===== config.mk =====
export PLATFORM = sky130hd
export DESIGN_NAME = mic_irq_ctrl_flat
export DESIGN_NICKNAME = d
export VERILOG_FILES = /design/src/common/mic_pkg.sv /design/src/common/mic_if.sv /design/src/logic/mic_irq_ctrl.sv /design/src/flat_wrapper.sv
export SDC_FILE = /design/constraint.sdc
export NUM_CORES = 1
export LEC_CHECK = 0
export ABC_AREA = 1
export BUFFER_PORTS_ARGS = -buffer_cell sky130_fd_sc_hd__buf_4
export CORE_ASPECT_RATIO = 0.75
export CORE_MARGIN = 1
export CORE_UTILIZATION = 49
export DETAILED_ROUTE_END_ITERATION = 10
export HOLD_SLACK_MARGIN = 0.03
export PLACE_DENSITY = 0.7
export SYNTH_ARGS = -nofsm -noshare
export SYNTH_HDL_FRONTEND = slang
export SYNTH_SLANG_ARGS = --single-unit
export TNS_END_PERCENT = 100

===== constraint.sdc =====
create_clock -name REF_CLK_IN -period 1.9 [get_ports REF_CLK_IN]
set_input_delay 0.095 -clock REF_CLK_IN [delete_from_list [all_inputs] [get_ports REF_CLK_IN]]
set_output_delay 0.095 -clock REF_CLK_IN [all_outputs]
set_load 0.05 [all_outputs]

===== src/common/mic_pkg.sv =====
// Shared constants for the interrupt controller and its core end
`default_nettype none
package mic_pkg;
  // ==========================================
  // Sizes
  localparam int EXT_N       = 4;
  localparam int CMP_N       = 2;
  localparam int GRP_N       = 5;
  localparam int GRP_MEMB    = 4;
  localparam int VEC_N       = 12;
  localparam int IDX_W       = 4;
  localparam int ADDR_W      = 4;
  localparam int DATA_W      = 8;
  localparam int PC_W        = 13;
  localparam int STACK_DEPTH = 8;
  // ==========================================
  // Register addresses on the core side
  localparam logic [ADDR_W-1:0] ADDR_CTRL    = 4'h0;
  localparam logic [ADDR_W-1:0] ADDR_FLAG_LO = 4'h1;
  localparam logic [ADDR_W-1:0] ADDR_FLAG_HI = 4'h2;
  localparam logic [ADDR_W-1:0] ADDR_EN_LO   = 4'h3;
  localparam logic [ADDR_W-1:0] ADDR_EN_HI   = 4'h4;
  localparam logic [ADDR_W-1:0] ADDR_EDGE    = 4'h5;
  localparam logic [ADDR_W-1:0] ADDR_GRP0    = 4'h6;
  // ==========================================
  // Field positions and reset values
  localparam int GIE_BIT      = 0;
  localparam int GRP_FLAG_LSB = 4;
  localparam int EDGE_RISE_BIT = 0;
  localparam int EDGE_FALL_BIT = 1;
  localparam logic [DATA_W-1:0] RESET_BYTE = 8'h00;
  localparam logic [DATA_W-1:0] MASK_FULL  = 8'hFF;
  localparam logic [DATA_W-1:0] MASK_SER2  = 8'h33;
  localparam logic [DATA_W-1:0] MASK_SER3  = 8'h77;
  localparam int GRP_TIMER  = 3;
  localparam int GRP_SERIAL = 4;
  // ==========================================
  // Vector indices, lowest index is highest priority
  localparam int IDX_EXT0 = 0;
  localparam int IDX_EXT1 = 1;
  localparam int IDX_CMP0 = 2;
  localparam int IDX_CMP1 = 3;
  localparam int IDX_ADC  = 4;
  localparam int IDX_GRP0 = 5;
  localparam int IDX_EXT2 = 10;
  localparam int IDX_EXT3 = 11;
  // ==========================================
  // Vector addresses
  localparam int VEC_BASE   = 16'h0004;
  localparam int VEC_STRIDE = 16'h0004;
endpackage
`default_nettype wire


===== src/common/mic_if.sv =====
// Link between the interrupt controller and the core end
`default_nettype none
interface mic_if;
  logic [mic_pkg::ADDR_W-1:0] reg_addr;
  logic [mic_pkg::DATA_W-1:0] reg_wdata;
  logic                       reg_wr;
  logic                       reg_rd;
  logic [mic_pkg::DATA_W-1:0] reg_rdata;
  logic                       irq_req;
  logic [mic_pkg::IDX_W-1:0]  irq_idx;
  logic                       irq_ack;
  logic [mic_pkg::IDX_W-1:0]  ack_idx;
  logic                       stack_full;
  logic                       wake;

  modport dev (
    input  reg_addr,
    input  reg_wdata,
    input  reg_wr,
    input  reg_rd,
    output reg_rdata,
    output irq_req,
    output irq_idx,
    input  irq_ack,
    input  ack_idx,
    input  stack_full,
    output wake
  );

  modport core (
    output reg_addr,
    output reg_wdata,
    output reg_wr,
    output reg_rd,
    input  reg_rdata,
    input  irq_req,
    input  irq_idx,
    output irq_ack,
    output ack_idx,
    output stack_full,
    input  wake
  );
endinterface
`default_nettype wire


===== src/logic/mic_irq_ctrl.sv =====
// Interrupt controller: request flags, enables, groups and vectoring
// What this block does
// - Source event sets its flag regardless of enable
// - Vector only when flag and enable set
// - Cleared global enable suppresses every vector
// - Accept pushes next address, loads vector address
// - Return instruction pops saved address from stack
// - Acceptance clears the global enable in hardware
// - Requests while blocked stay latched for later
// - Software re-sets global enable to allow nesting
// - Full stack holds off acceptance, request stays pending
// - Any flag newly set by a source event wakes sleep or idle
// - Each external pin edge sets its flag
// - Edge select: rising, falling, both or off
// - Software prepares enable, pin share, input direction
// - Servicing external interrupt clears its pin flag
// - Comparator output change sets comparator flag
// - Servicing comparator interrupt clears its flag
// - Five shared groups fed by member sources
// - Member request sets group flag; group vectors
// - Group service clears group flag, members stay
// - Timer group register: flags 7:4, enables 3:0
// - Two-port serial register: flags 5:4, enables 1:0
// - Three-port adds flag bit 6, enable bit 2
// - Servicing conversion interrupt clears its flag
`default_nettype none
module mic_irq_ctrl #(
  parameter bit THREE_PORT = 1'b1
) (
  input  wire logic                              REF_CLK_IN,
  input  wire logic                              ARST_N_IN,
  mic_if.dev                                     BUS,
  input  wire logic [mic_pkg::EXT_N-1:0]         EXT_PIN_IN,
  input  wire logic [mic_pkg::CMP_N-1:0]         CMP_LEVEL_IN,
  input  wire logic                              ADC_DONE_IN,
  input  wire logic [mic_pkg::GRP_N*mic_pkg::GRP_MEMB-1:0] GRP_EVT_IN,
  output logic                                   GIE_OUT,
  output logic                                   WAKE_OUT,
  output logic                                   IRQ_PENDING_OUT
);
  localparam int VN = mic_pkg::VEC_N;
  localparam int DW = mic_pkg::DATA_W;
  localparam int GM = mic_pkg::GRP_MEMB;

  logic [VN-1:0]                 flag_reg;
  logic [VN-1:0]                 flag_next;
  logic [VN-1:0]                 en_reg;
  logic                          gie_reg;
  logic [2*mic_pkg::EXT_N-1:0]   edge_reg;
  logic [DW-1:0]                 grp_reg [mic_pkg::GRP_N];
  logic [mic_pkg::EXT_N-1:0]     pin_prev_reg;
  logic [mic_pkg::CMP_N-1:0]     cmp_prev_reg;
  logic                          armed_reg;
  logic [mic_pkg::EXT_N-1:0]     ext_evt;
  logic [mic_pkg::CMP_N-1:0]     cmp_evt;
  logic [mic_pkg::GRP_N-1:0]     grp_evt;
  logic [VN-1:0]                 set_vec;
  logic [VN-1:0]                 cand;
  logic [mic_pkg::IDX_W-1:0]     pick;
  logic                          req_reg;
  logic [mic_pkg::IDX_W-1:0]     idx_reg;
  logic                          wake_reg;
  logic [DW-1:0]                 rdata_reg;
  logic [DW-1:0]                 grp_rd;

  // ==========================================
  // Write decode
  wire logic wr_ctrl = BUS.reg_wr && (BUS.reg_addr == mic_pkg::ADDR_CTRL);
  wire logic wr_flo  = BUS.reg_wr && (BUS.reg_addr == mic_pkg::ADDR_FLAG_LO);
  wire logic wr_fhi  = BUS.reg_wr && (BUS.reg_addr == mic_pkg::ADDR_FLAG_HI);
  wire logic wr_elo  = BUS.reg_wr && (BUS.reg_addr == mic_pkg::ADDR_EN_LO);
  wire logic wr_ehi  = BUS.reg_wr && (BUS.reg_addr == mic_pkg::ADDR_EN_HI);
  wire logic wr_edge = BUS.reg_wr && (BUS.reg_addr == mic_pkg::ADDR_EDGE);

  // ==========================================
  // Edge detection on pins and comparator outputs
  // Armed one cycle after reset so a high level is not taken as an edge
  always_ff @(posedge REF_CLK_IN or negedge ARST_N_IN) begin
    if (!ARST_N_IN) begin
      armed_reg    <= 1'b0;
      pin_prev_reg <= '0;
      cmp_prev_reg <= '0;
    end else begin
      armed_reg    <= 1'b1;
      pin_prev_reg <= EXT_PIN_IN;
      cmp_prev_reg <= CMP_LEVEL_IN;
    end
  end
  genvar gi;
  generate
    for (gi = 0; gi < mic_pkg::EXT_N; gi++) begin : g_ext
      logic rise;
      logic fall;
      assign rise = armed_reg && EXT_PIN_IN[gi] && !pin_prev_reg[gi];
      assign fall = armed_reg && !EXT_PIN_IN[gi] && pin_prev_reg[gi];
      assign ext_evt[gi] =
        (edge_reg[2*gi+mic_pkg::EDGE_RISE_BIT] && rise) ||
        (edge_reg[2*gi+mic_pkg::EDGE_FALL_BIT] && fall);
    end
    for (gi = 0; gi < mic_pkg::CMP_N; gi++) begin : g_cmp
      assign cmp_evt[gi] = armed_reg &&
        (CMP_LEVEL_IN[gi] != cmp_prev_reg[gi]);
    end
    // ==========================================
    // Shared groups: member flags at 7:4, member enables at 3:0
    for (gi = 0; gi < mic_pkg::GRP_N; gi++) begin : g_grp
      logic [DW-1:0] mask;
      logic [DW-1:0] memb_set;
      logic          wr_g;
      assign mask = (gi == mic_pkg::GRP_SERIAL) ?
                    (THREE_PORT ? mic_pkg::MASK_SER3 : mic_pkg::MASK_SER2) :
                    mic_pkg::MASK_FULL;
      assign memb_set = {GRP_EVT_IN[gi*GM +: GM], {GM{1'b0}}} & mask;
      assign wr_g = BUS.reg_wr &&
        (BUS.reg_addr == mic_pkg::ADDR_GRP0 + mic_pkg::ADDR_W'(gi));
      // Member event raises group flag when that member is enabled
      assign grp_evt[gi] = |(GRP_EVT_IN[gi*GM +: GM] &
        grp_reg[gi][GM-1:0] & mask[GM-1:0]);
      always_ff @(posedge REF_CLK_IN or negedge ARST_N_IN) begin
        if (!ARST_N_IN) begin
          grp_reg[gi] <= mic_pkg::RESET_BYTE;
        end else begin
          // Member flags survive service, hardware set beats write
          grp_reg[gi] <= ((wr_g ? BUS.reg_wdata : grp_reg[gi]) |
                          memb_set) & mask;
        end
      end
    end
  endgenerate
  // ==========================================
  // Request flags
  always_comb begin
    set_vec = '0;
    set_vec[mic_pkg::IDX_EXT0] = ext_evt[0];
    set_vec[mic_pkg::IDX_EXT1] = ext_evt[1];
    set_vec[mic_pkg::IDX_EXT2] = ext_evt[2];
    set_vec[mic_pkg::IDX_EXT3] = ext_evt[3];
    set_vec[mic_pkg::IDX_CMP0] = cmp_evt[0];
    set_vec[mic_pkg::IDX_CMP1] = cmp_evt[1];
    set_vec[mic_pkg::IDX_ADC]  = ADC_DONE_IN;
    set_vec[mic_pkg::IDX_GRP0 +: mic_pkg::GRP_N] = grp_evt;
  end
  always_comb begin
    flag_next = flag_reg;
    if (wr_flo) begin
      flag_next[DW-1:0] = BUS.reg_wdata;
    end
    if (wr_fhi) begin
      flag_next[VN-1:DW] = BUS.reg_wdata[VN-DW-1:0];
    end
    // Service clears only the accepted vector's own flag
    if (BUS.irq_ack) begin
      flag_next[BUS.ack_idx] = 1'b0;
    end
    // Set wins over any clear in the same cycle, enable not involved
    flag_next = flag_next | set_vec;
  end
  always_ff @(posedge REF_CLK_IN or negedge ARST_N_IN) begin
    if (!ARST_N_IN) begin
      flag_reg <= '0;
    end else begin
      flag_reg <= flag_next;
    end
  end

  always_ff @(posedge REF_CLK_IN or negedge ARST_N_IN) begin
    if (!ARST_N_IN) begin
      en_reg   <= '0;
      edge_reg <= '0;
    end else begin
      if (wr_elo) begin
        en_reg[DW-1:0] <= BUS.reg_wdata;
      end
      if (wr_ehi) begin
        en_reg[VN-1:DW] <= BUS.reg_wdata[VN-DW-1:0];
      end
      if (wr_edge) begin
        edge_reg <= BUS.reg_wdata;
      end
    end
  end

  // ==========================================
  // Global enable
  always_ff @(posedge REF_CLK_IN or negedge ARST_N_IN) begin
    if (!ARST_N_IN) begin
      gie_reg <= 1'b0;
    end else if (BUS.irq_ack) begin
      gie_reg <= 1'b0;
    end else if (wr_ctrl) begin
      gie_reg <= BUS.reg_wdata[mic_pkg::GIE_BIT];
    end
  end

  // ==========================================
  // Priority pick and request to the core
  assign cand = flag_reg & en_reg;
  always_comb begin
    pick = '0;
    for (int i = VN - 1; i >= 0; i--) begin
      if (cand[i]) begin
        pick = mic_pkg::IDX_W'(i);
      end
    end
  end

  always_ff @(posedge REF_CLK_IN or negedge ARST_N_IN) begin
    if (!ARST_N_IN) begin
      req_reg <= 1'b0;
      idx_reg <= '0;
    end else begin
      // Dropped the cycle after the core acknowledges
      req_reg <= gie_reg && (|cand) && !BUS.stack_full &&
                 !BUS.irq_ack;
      idx_reg <= pick;
    end
  end

  // ==========================================
  // Wake on any flag newly set by a source event, not by a register write
  always_ff @(posedge REF_CLK_IN or negedge ARST_N_IN) begin
    if (!ARST_N_IN) begin
      wake_reg <= 1'b0;
    end else begin
      wake_reg <= |(set_vec & ~flag_reg);
    end
  end

  // ==========================================
  // Read back
  always_comb begin
    grp_rd = mic_pkg::RESET_BYTE;
    for (int g = 0; g < mic_pkg::GRP_N; g++) begin
      if (BUS.reg_addr == mic_pkg::ADDR_GRP0 + mic_pkg::ADDR_W'(g)) begin
        grp_rd = grp_reg[g];
      end
    end
  end

  always_ff @(posedge REF_CLK_IN or negedge ARST_N_IN) begin
    if (!ARST_N_IN) begin
      rdata_reg <= mic_pkg::RESET_BYTE;
    end else if (BUS.reg_rd) begin
      if (BUS.reg_addr == mic_pkg::ADDR_CTRL) begin
        rdata_reg <= {{(DW-1){1'b0}}, gie_reg};
      end else if (BUS.reg_addr == mic_pkg::ADDR_FLAG_LO) begin
        rdata_reg <= flag_reg[DW-1:0];
      end else if (BUS.reg_addr == mic_pkg::ADDR_FLAG_HI) begin
        rdata_reg <= {{(2*DW-VN){1'b0}}, flag_reg[VN-1:DW]};
      end else if (BUS.reg_addr == mic_pkg::ADDR_EN_LO) begin
        rdata_reg <= en_reg[DW-1:0];
      end else if (BUS.reg_addr == mic_pkg::ADDR_EN_HI) begin
        rdata_reg <= {{(2*DW-VN){1'b0}}, en_reg[VN-1:DW]};
      end else if (BUS.reg_addr == mic_pkg::ADDR_EDGE) begin
        rdata_reg <= edge_reg;
      end else begin
        rdata_reg <= grp_rd;
      end
    end else begin
      rdata_reg <= mic_pkg::RESET_BYTE;
    end
  end

  assign BUS.reg_rdata   = rdata_reg;
  assign BUS.irq_req     = req_reg;
  assign BUS.irq_idx     = idx_reg;
  assign BUS.wake        = wake_reg;
  assign GIE_OUT         = gie_reg;
  assign WAKE_OUT        = wake_reg;
  assign IRQ_PENDING_OUT = req_reg;
endmodule
`default_nettype wire


===== src/flat_wrapper.sv =====
// flat-port wrapper written by rule: the top's interface ports become plain ports
module mic_irq_ctrl_flat 
#(
  parameter bit THREE_PORT = 1'b1
)
  (REF_CLK_IN, ARST_N_IN, EXT_PIN_IN, CMP_LEVEL_IN, ADC_DONE_IN, GRP_EVT_IN, GIE_OUT, WAKE_OUT, IRQ_PENDING_OUT, BUS_reg_addr, BUS_reg_wdata, BUS_reg_wr, BUS_reg_rd, BUS_reg_rdata, BUS_irq_req, BUS_irq_idx, BUS_irq_ack, BUS_ack_idx, BUS_stack_full, BUS_wake);
  mic_if BUS_i ();
  input  wire logic REF_CLK_IN;
  input  wire logic ARST_N_IN;
  input  wire logic [mic_pkg::EXT_N-1:0] EXT_PIN_IN;
  input  wire logic [mic_pkg::CMP_N-1:0] CMP_LEVEL_IN;
  input  wire logic ADC_DONE_IN;
  input  wire logic [mic_pkg::GRP_N*mic_pkg::GRP_MEMB-1:0] GRP_EVT_IN;
  output logic GIE_OUT;
  output logic WAKE_OUT;
  output logic IRQ_PENDING_OUT;
  input wire logic [$bits(BUS_i.reg_addr)-1:0] BUS_reg_addr;
  input wire logic [$bits(BUS_i.reg_wdata)-1:0] BUS_reg_wdata;
  input wire logic [$bits(BUS_i.reg_wr)-1:0] BUS_reg_wr;
  input wire logic [$bits(BUS_i.reg_rd)-1:0] BUS_reg_rd;
  output wire logic [$bits(BUS_i.reg_rdata)-1:0] BUS_reg_rdata;
  output wire logic [$bits(BUS_i.irq_req)-1:0] BUS_irq_req;
  output wire logic [$bits(BUS_i.irq_idx)-1:0] BUS_irq_idx;
  input wire logic [$bits(BUS_i.irq_ack)-1:0] BUS_irq_ack;
  input wire logic [$bits(BUS_i.ack_idx)-1:0] BUS_ack_idx;
  input wire logic [$bits(BUS_i.stack_full)-1:0] BUS_stack_full;
  output wire logic [$bits(BUS_i.wake)-1:0] BUS_wake;
  assign BUS_i.reg_addr = BUS_reg_addr;
  assign BUS_i.reg_wdata = BUS_reg_wdata;
  assign BUS_i.reg_wr = BUS_reg_wr;
  assign BUS_i.reg_rd = BUS_reg_rd;
  assign BUS_reg_rdata = BUS_i.reg_rdata;
  assign BUS_irq_req = BUS_i.irq_req;
  assign BUS_irq_idx = BUS_i.irq_idx;
  assign BUS_i.irq_ack = BUS_irq_ack;
  assign BUS_i.ack_idx = BUS_ack_idx;
  assign BUS_i.stack_full = BUS_stack_full;
  assign BUS_wake = BUS_i.wake;
  mic_irq_ctrl #(.THREE_PORT(THREE_PORT)) u_core (.REF_CLK_IN(REF_CLK_IN), .ARST_N_IN(ARST_N_IN), .BUS(BUS_i), .EXT_PIN_IN(EXT_PIN_IN), .CMP_LEVEL_IN(CMP_LEVEL_IN), .ADC_DONE_IN(ADC_DONE_IN), .GRP_EVT_IN(GRP_EVT_IN), .GIE_OUT(GIE_OUT), .WAKE_OUT(WAKE_OUT), .IRQ_PENDING_OUT(IRQ_PENDING_OUT));
endmodule

==> out/results.ini, run 1 <==
[hold_path]
whs_path_depth=4
worstHoldEndpoint=u_core.BUS.irq_req
hp-class=primary input to flip-flop
hp-start=BUS_irq_ack

[timing]
fin_crit_sh=0.9145
slew_headroom=0.6313
fin_crit_ns=1.738
rsz0062_at_grt=false
slew_violations=0
worst_pin_slew_ns=0.5517
setup_viol=0
fin_tns_setup_ns=0
clock.fmax_ghz=0.5755
finalHoldViolCount=0
clock_skew_ns=0.007853

[route]
dr.pass1.iters=7
drc=0
drt-initial-drc-count=448
via_count=4503
wl_mm=14.20
via_per_inst=5.452
wire_per_inst_um=17.19
ant_nets=0

[synth]
ys.warnings.count=0
ys.flop_type=dfrtp_1
synth.ff_latch_count=92
syn-num-nets=634
netlist_instances=585
yosysSeqAreaShare=0.4986
synth_edf_count=0
syn_area_mm2=0.004617
synth_cell_type_count=34
async_reset_ff_frac=1.000
syn_area_per_cell_um2=7.892

[status]
status=finished clean

[grt]
grt_pass1_vias=4246
grt.overflow.total=0
grt_max_degree=40
grt_busiest_layer=met1
use_met1=0.4650
grt_usage=0.3142
grtUsageMet3=0.07350
grt_use_met2=0.4518
antenna_found_initial=0
grt_pass1_wl_mm=22.74

[clocking]
worst_setup_hold_path_clk_slew_ns=0.07
cts_made_buffers=9
cts_max_path_buffers=2
htree_num_levels=3
clkLatencyLatePin_ns=0.35
cts.sinks=92
cts-root-buf=clkbuf_16
cts_tree=built

[floorplanning]
ios=66
fp.dieH_um=86.07
die_x_um=114.1
start_util=0.5083
rows=30
fp.coreArea_mm2=0.009084
dieArea_mm2=0.009819

[critical_path]
worst_setup_path_end_kind=flip-flop
criticalPathCategory=primary input to flip-flop
r2r_cells=5
r2r_end=u_core.BUS.wake
regToRegStartpoint=u_core.grp_reg[33]
worst_ep_arrival_time_ns=2.03
r2r_setup_slack_ns=0.45
crit_path_max_fanout=13
crit_required_ns=2.19
start_kind=primary input

[power]
internal_power_w=0.003795
p_clk_frac=0.322
pwr-share-seq=0.437
leakagePower_nw=2.907
p_sw_w=0.001898
p_sw_frac=0.3334
powerDensity_mw_per_mm2=959.5
vdd_drop_max_mv=0.6098
comb_power_share=0.241

[finish]
finalNonFillerCells=826
largest_reg_flops=38
final_cell_mix=190 x nand2_1, 92 x dfrtp_1, 65 x buf_4
utilization=0.6532
final.fill_count=825
multi_input_area_mm2=0.002021
syn_to_final_growth_pct=28.51
layout.nets=742
layout-drive-gt1-share=0.1676
final_common_cell=nand2_1
stdcell_area_mm2=0.005933
antenna_cells=0
ff_latch_area_mm2=0.002302

[placement]
dp_hpwl_mm=10.35
place_inst=770
place_area_mm2=0.005230
gp_congestion=0.9177
port_buffers=64

[run]
maxCapViolCount=0

==> power groups by stage <==
stage | registers [W] | clock network [W] | logic, W
floorplan | 0.00263 | 0 | 0.000651
global placement | 0.00250 | 0 | 0.00126
detailed placement | 0.00251 | 0 | 0.00129
CTS | 0.00248 | 0.00185 | 0.00136
global route | 0.00251 | 0.00193 | 0.00151
finish | 0.00249 | 0.00183 | 0.00137
==> how the worst max path moves through the flow <==
stage,cells after the start,end,from,slack (ns)
after floorplan,6,u_core.grp_reg[21],BUS_reg_wr,0.71
after global placement,8,u_core.grp_reg[36],BUS_reg_addr[0],0.43
after detailed placement,8,u_core.grp_reg[38],BUS_reg_addr[0],0.40
after CTS,9,u_core.grp_reg[38],BUS_reg_addr[0],0.22
after global routing,9,u_core.grp_reg[39],BUS_reg_addr[0],0.001
final,9,u_core.grp_reg[39],BUS_reg_addr[0],0.16
==> cell type report <==
cell class	instances	share of cell area
inverter	63	0.04028
multi-input combinational	421	0.3406
sequential	92	0.3880
clock inverter	6	0.01075
timing repair buffer	106	0.1531
tap	128	0.02699
clock buffer	10	0.04028
==> kinds of logic after synthesis <==
| family | count (synthesis) | synth area share |
|---|---|---|
| buf+inv | 72 | 0.06368 |
| flops | 92 | 0.4986 |
| simple gates | 283 | 0.2653 |
| xor+xnor | 2 | 0.003795 |
| compound gates | 135 | 0.1678 |
| other cells | 1 | 0.0008122 |
==> per-stage QoR <==
stage | setup slack (ns) | power, W | hold WS [ns]
6_report | 0.1624 | 0.005693 | 0.04041
5_1_grt | 0.001429 | 0.005959 | 0.06469
4_1_cts | 0.2196 | 0.005685 | 0.03142
3_5_place_dp | 0.3994 | 0.003799 | 0.09786
3_3_place_gp | 0.4254 | 0.003761 | 0.09416
2_1_floorplan | 0.7055 | 0.003284 | -0.2006
==> worst max-delay path, stage by stage <==
cell and delay (ns):
buf_4 0.13, inv_2 0.05, nand2_1 0.13, nor2_1 0.35, nand2_1 0.35, inv_1 0.22, a21oi_1 0.09, dlygate4sd3_1 0.57
nand2_1 0.06
==> repair_timing <==
item | in CTS | in global routing
hold buffers | 40 | 0
resized for setup | 0 | 0
endpoints found under the hold margin | 69 | 0
setup buffers | 0 | 0
==> metal layers <==
metal	vias up	routed length, µm
li1	2135	-
met1	2100	6634
met2	232	5879
met3	36	1331
met4	0	358
met5	-	0
==> synth_stat cells (5+ instances only) <==
cell / instances / area, µm²
nand3_1: 30 / 150.1
a211o_1: 6 / 52.55
a21oi_1: 31 / 155.2
o31ai_1: 10 / 75.07
nor2_1: 32 / 120.1
o21bai_1: 5 / 37.54
o21ai_0: 18 / 90.09
o21ai_1: 50 / 250.2
o211ai_1: 5 / 37.54
nand2_1: 190 / 713.2
inv_1: 42 / 157.7
nand2_2: 7 / 43.79
buf_2: 5 / 25.02
nor2_4: 8 / 90.09
nor3_1: 7 / 35.03
inv_2: 17 / 63.81
dfrtp_1: 92 / 2302
No activity file was read; power rests on OpenSTA's default activity.
==> run 2: changes to the inputs <==
--- a/config.mk
+++ b/config.mk
@@ -5,7 +5,6 @@
 export SDC_FILE = /design/constraint.sdc
 export NUM_CORES = 1
 export LEC_CHECK = 0
-export ABC_AREA = 1
 export BUFFER_PORTS_ARGS = -buffer_cell sky130_fd_sc_hd__buf_4
 export CORE_ASPECT_RATIO = 0.75
 export CORE_MARGIN = 1
==> run 2 against run 1 <==
Power rose by 3.7%. Critical endpoint is now u_core.BUS.wake. Sequential share of layout area down 1.4 points. Cell count is 14% lower. Worst hold slack improved by 0.021 ns. Routed wire length grew 4.6%. Clock power grew 5%. Sequential cell count stayed put. Fmax up 3.6%.
==> out/results.ini, run 2 <==
[status]
status=finished clean

[synth]
syn_area_per_cell_um2=10.27
ys_top_cells_by_count=92 x dfrtp_1, 40 x mux2_2, 37 x o21ai_0
async_reset_ff_frac=1.000
ys_top_cells_by_area=dfrtp_1 47%, mux2_2 9.2%, o21ai_0 3.8%, a211o_1 3.4%, mux2i_1 3.3%
ys.warnings.count=0
syn_area_mm2=0.004911
synth.ff_latch_count=92
synth_edf_count=0
synth_cell_type_count=58
ys.flop_type=dfrtp_1
yosysTopAreaCell=dfrtp_1
netlist_instances=478
yosysSeqAreaShare=0.4688
syn-num-nets=527
synth.most_common_cell=dfrtp_1
netlist.area_leader.share=0.4688

[clocking]
cts_made_buffers=9
cts-root-buf=clkbuf_16
clkLatencyLatePin_ns=0.34
cts.sinks=92
cts_max_path_buffers=2
cts_tree=built
post_cts_buffers=0
worst_setup_hold_path_clk_slew_ns=0.06
post_cts_resized=0
htree_num_levels=3

[critical_path]
regToRegStartpoint=u_core.grp_reg[32]
cp_cell_sequence=dlygate4sd3_1 > buf_4 > a22o_1 > a221oi_1 > buf_4 > o22ai_1 > a311oi_1 > nand3_1
path_buf_inv=3
critPathMaxStageDelay_ns=0.54
crit_path_max_fanout=2
worst_setup_path_end_kind=flip-flop
start_kind=primary input
criticalPathCategory=primary input to flip-flop
slowest_stage=dlygate4sd3_1
crit_top_cell=buf_4
worst_ep_arrival_time_ns=1.89
crit_required_ns=2.11
cp-startpoint=GRP_EVT_IN[0]
cp_top_family=buffers and inverters

[timing]
clock.fmax_ghz=0.5962
fin_tns_setup_ns=0
setup_viol=0
slew_violations=0
fin_crit_sh=0.8827
worst_slack_ns=0.2228
finalHoldViolCount=0
rsz0062_at_grt=false
fin_crit_ns=1.677
clock_skew_ns=0.004334
worst_pin_slew_ns=0.6362
slew_headroom=0.5719

[finish]
multi_input_area_mm2=0.002396
finalNonFillerCells=711
largest_reg_flops=38
final_cell_mix=92 x dfrtp_1, 82 x buf_4, 40 x mux2_2
final_common_cell=dfrtp_1
syn_to_final_growth_pct=25.43
layout.nets=622
final.fill_count=800
layout-drive-gt1-share=0.2595
ff_latch_area_mm2=0.002302

[route]
via_count=4330
dr.pass1.iters=5
drc=0
wire_per_inst_um=20.89
ant_nets=0
wl_mm=14.86
drt-initial-drc-count=520
via_per_inst=6.090

[placement]
dp_hpwl_mm=10.79
dp_slack_ns=0.1973
place_inst=665
port_buffers=64
gp_congestion=0.9405

[floorplanning]
die_x_um=117.6
fp.dieH_um=88.70
dieArea_mm2=0.01043
fp.coreArea_mm2=0.009697
start_util=0.5065
ios=66
rows=31

[power]
powerDensity_mw_per_mm2=958.2
vdd_drop_max_mv=0.6410
leakagePower_nw=2.664

[grt]
grt_pass1_wl_mm=22.72
grt_pass1_vias=3975
grt.overflow.total=0
grt_max_degree=46
antenna_found_initial=0
grt_usage=0.2969

[hold_path]
hp-class=primary input to flip-flop
hp-start=BUS_reg_rd

[run]
maxCapViolCount=0

run 2: logic make-up after synthesis:
kind of cell              synth area share
DFF                                 0.4688
muxes                               0.1243
other                            0.0007636
and+or+nand+nor                     0.1524
xor gates and xnor gates          0.003568
buffers and inverters              0.04331
AOI/OAI and AO/OA                   0.2069
run 2: path summary, 6_finish.rpt:
path	cells after the start	end	slack, ns
worst max-delay path	8	u_core.BUS.wake	0.22
max in group asynchronous	3	u_core.grp_reg[25]	1.07
worst max register to register	6	u_core.BUS.wake	0.26
worst min register to register	1	u_core.BUS.irq_idx[1]	0.52
min in group asynchronous	2	u_core.BUS.irq_idx[3]	0.22
worst min-delay path	2	u_core.BUS.reg_rdata[0]	0.06
run 2: through the flow:
| step | power [W] | hold slack [ns] | utilization | instance area (µm²) |
|---|---|---|---|---|
| floorplan | 0.003380 | -0.2006 | - | 4911 |
| global placement | 0.003909 | 0.04556 | 0.5721 | 5548 |
| detailed placement | 0.003940 | 0.05389 | 0.5721 | 5548 |
| CTS | 0.005910 | 0.04777 | 0.6350 | 6157 |
| global route | 0.006162 | 0.04870 | 0.6350 | 6157 |
| finish | 0.005902 | 0.06114 | 0.6352 | 6160 |
run 2: area by class of cell:
| cell class | count | area share |
|---|---|---|
| diodes | 1 | 0.0004063 |
| flip-flops and latches | 92 | 0.3738 |
| clock inverters | 4 | 0.01178 |
| well taps | 132 | 0.02681 |
| repair buffers | 112 | 0.1503 |
| inverters | 13 | 0.007922 |
| clock buffers | 12 | 0.04002 |
| multi-input cells | 345 | 0.3890 |
run 2: what timing repair did:
action	in CTS	in global routing
endpoints found under the hold margin	55	0
setup endpoints to repair	0	0
hold buffers	29	0
run 2: metal layers:
metal  vias up  GRT usage  part of all wire  routed length (µm)
met2       209     0.4294              0.42                6257
met4         0    0.06527             0.012                 173
met5         -          0                 0                   0
met1      2160     0.4360              0.47                6950
met3        11    0.08892             0.099                1474
li1       1950          -                 -                   -
run 2: report_power, final:
group	total (W)	switching, W	internal, W	leakage [nW]
logic	0.00140	0.000779	0.000623	1.47
clock network	0.00192	0.000737	0.00119	0.153
registers	0.00258	0.000317	0.00226	1.04
total	0.00590	0.00183	0.00407	2.66
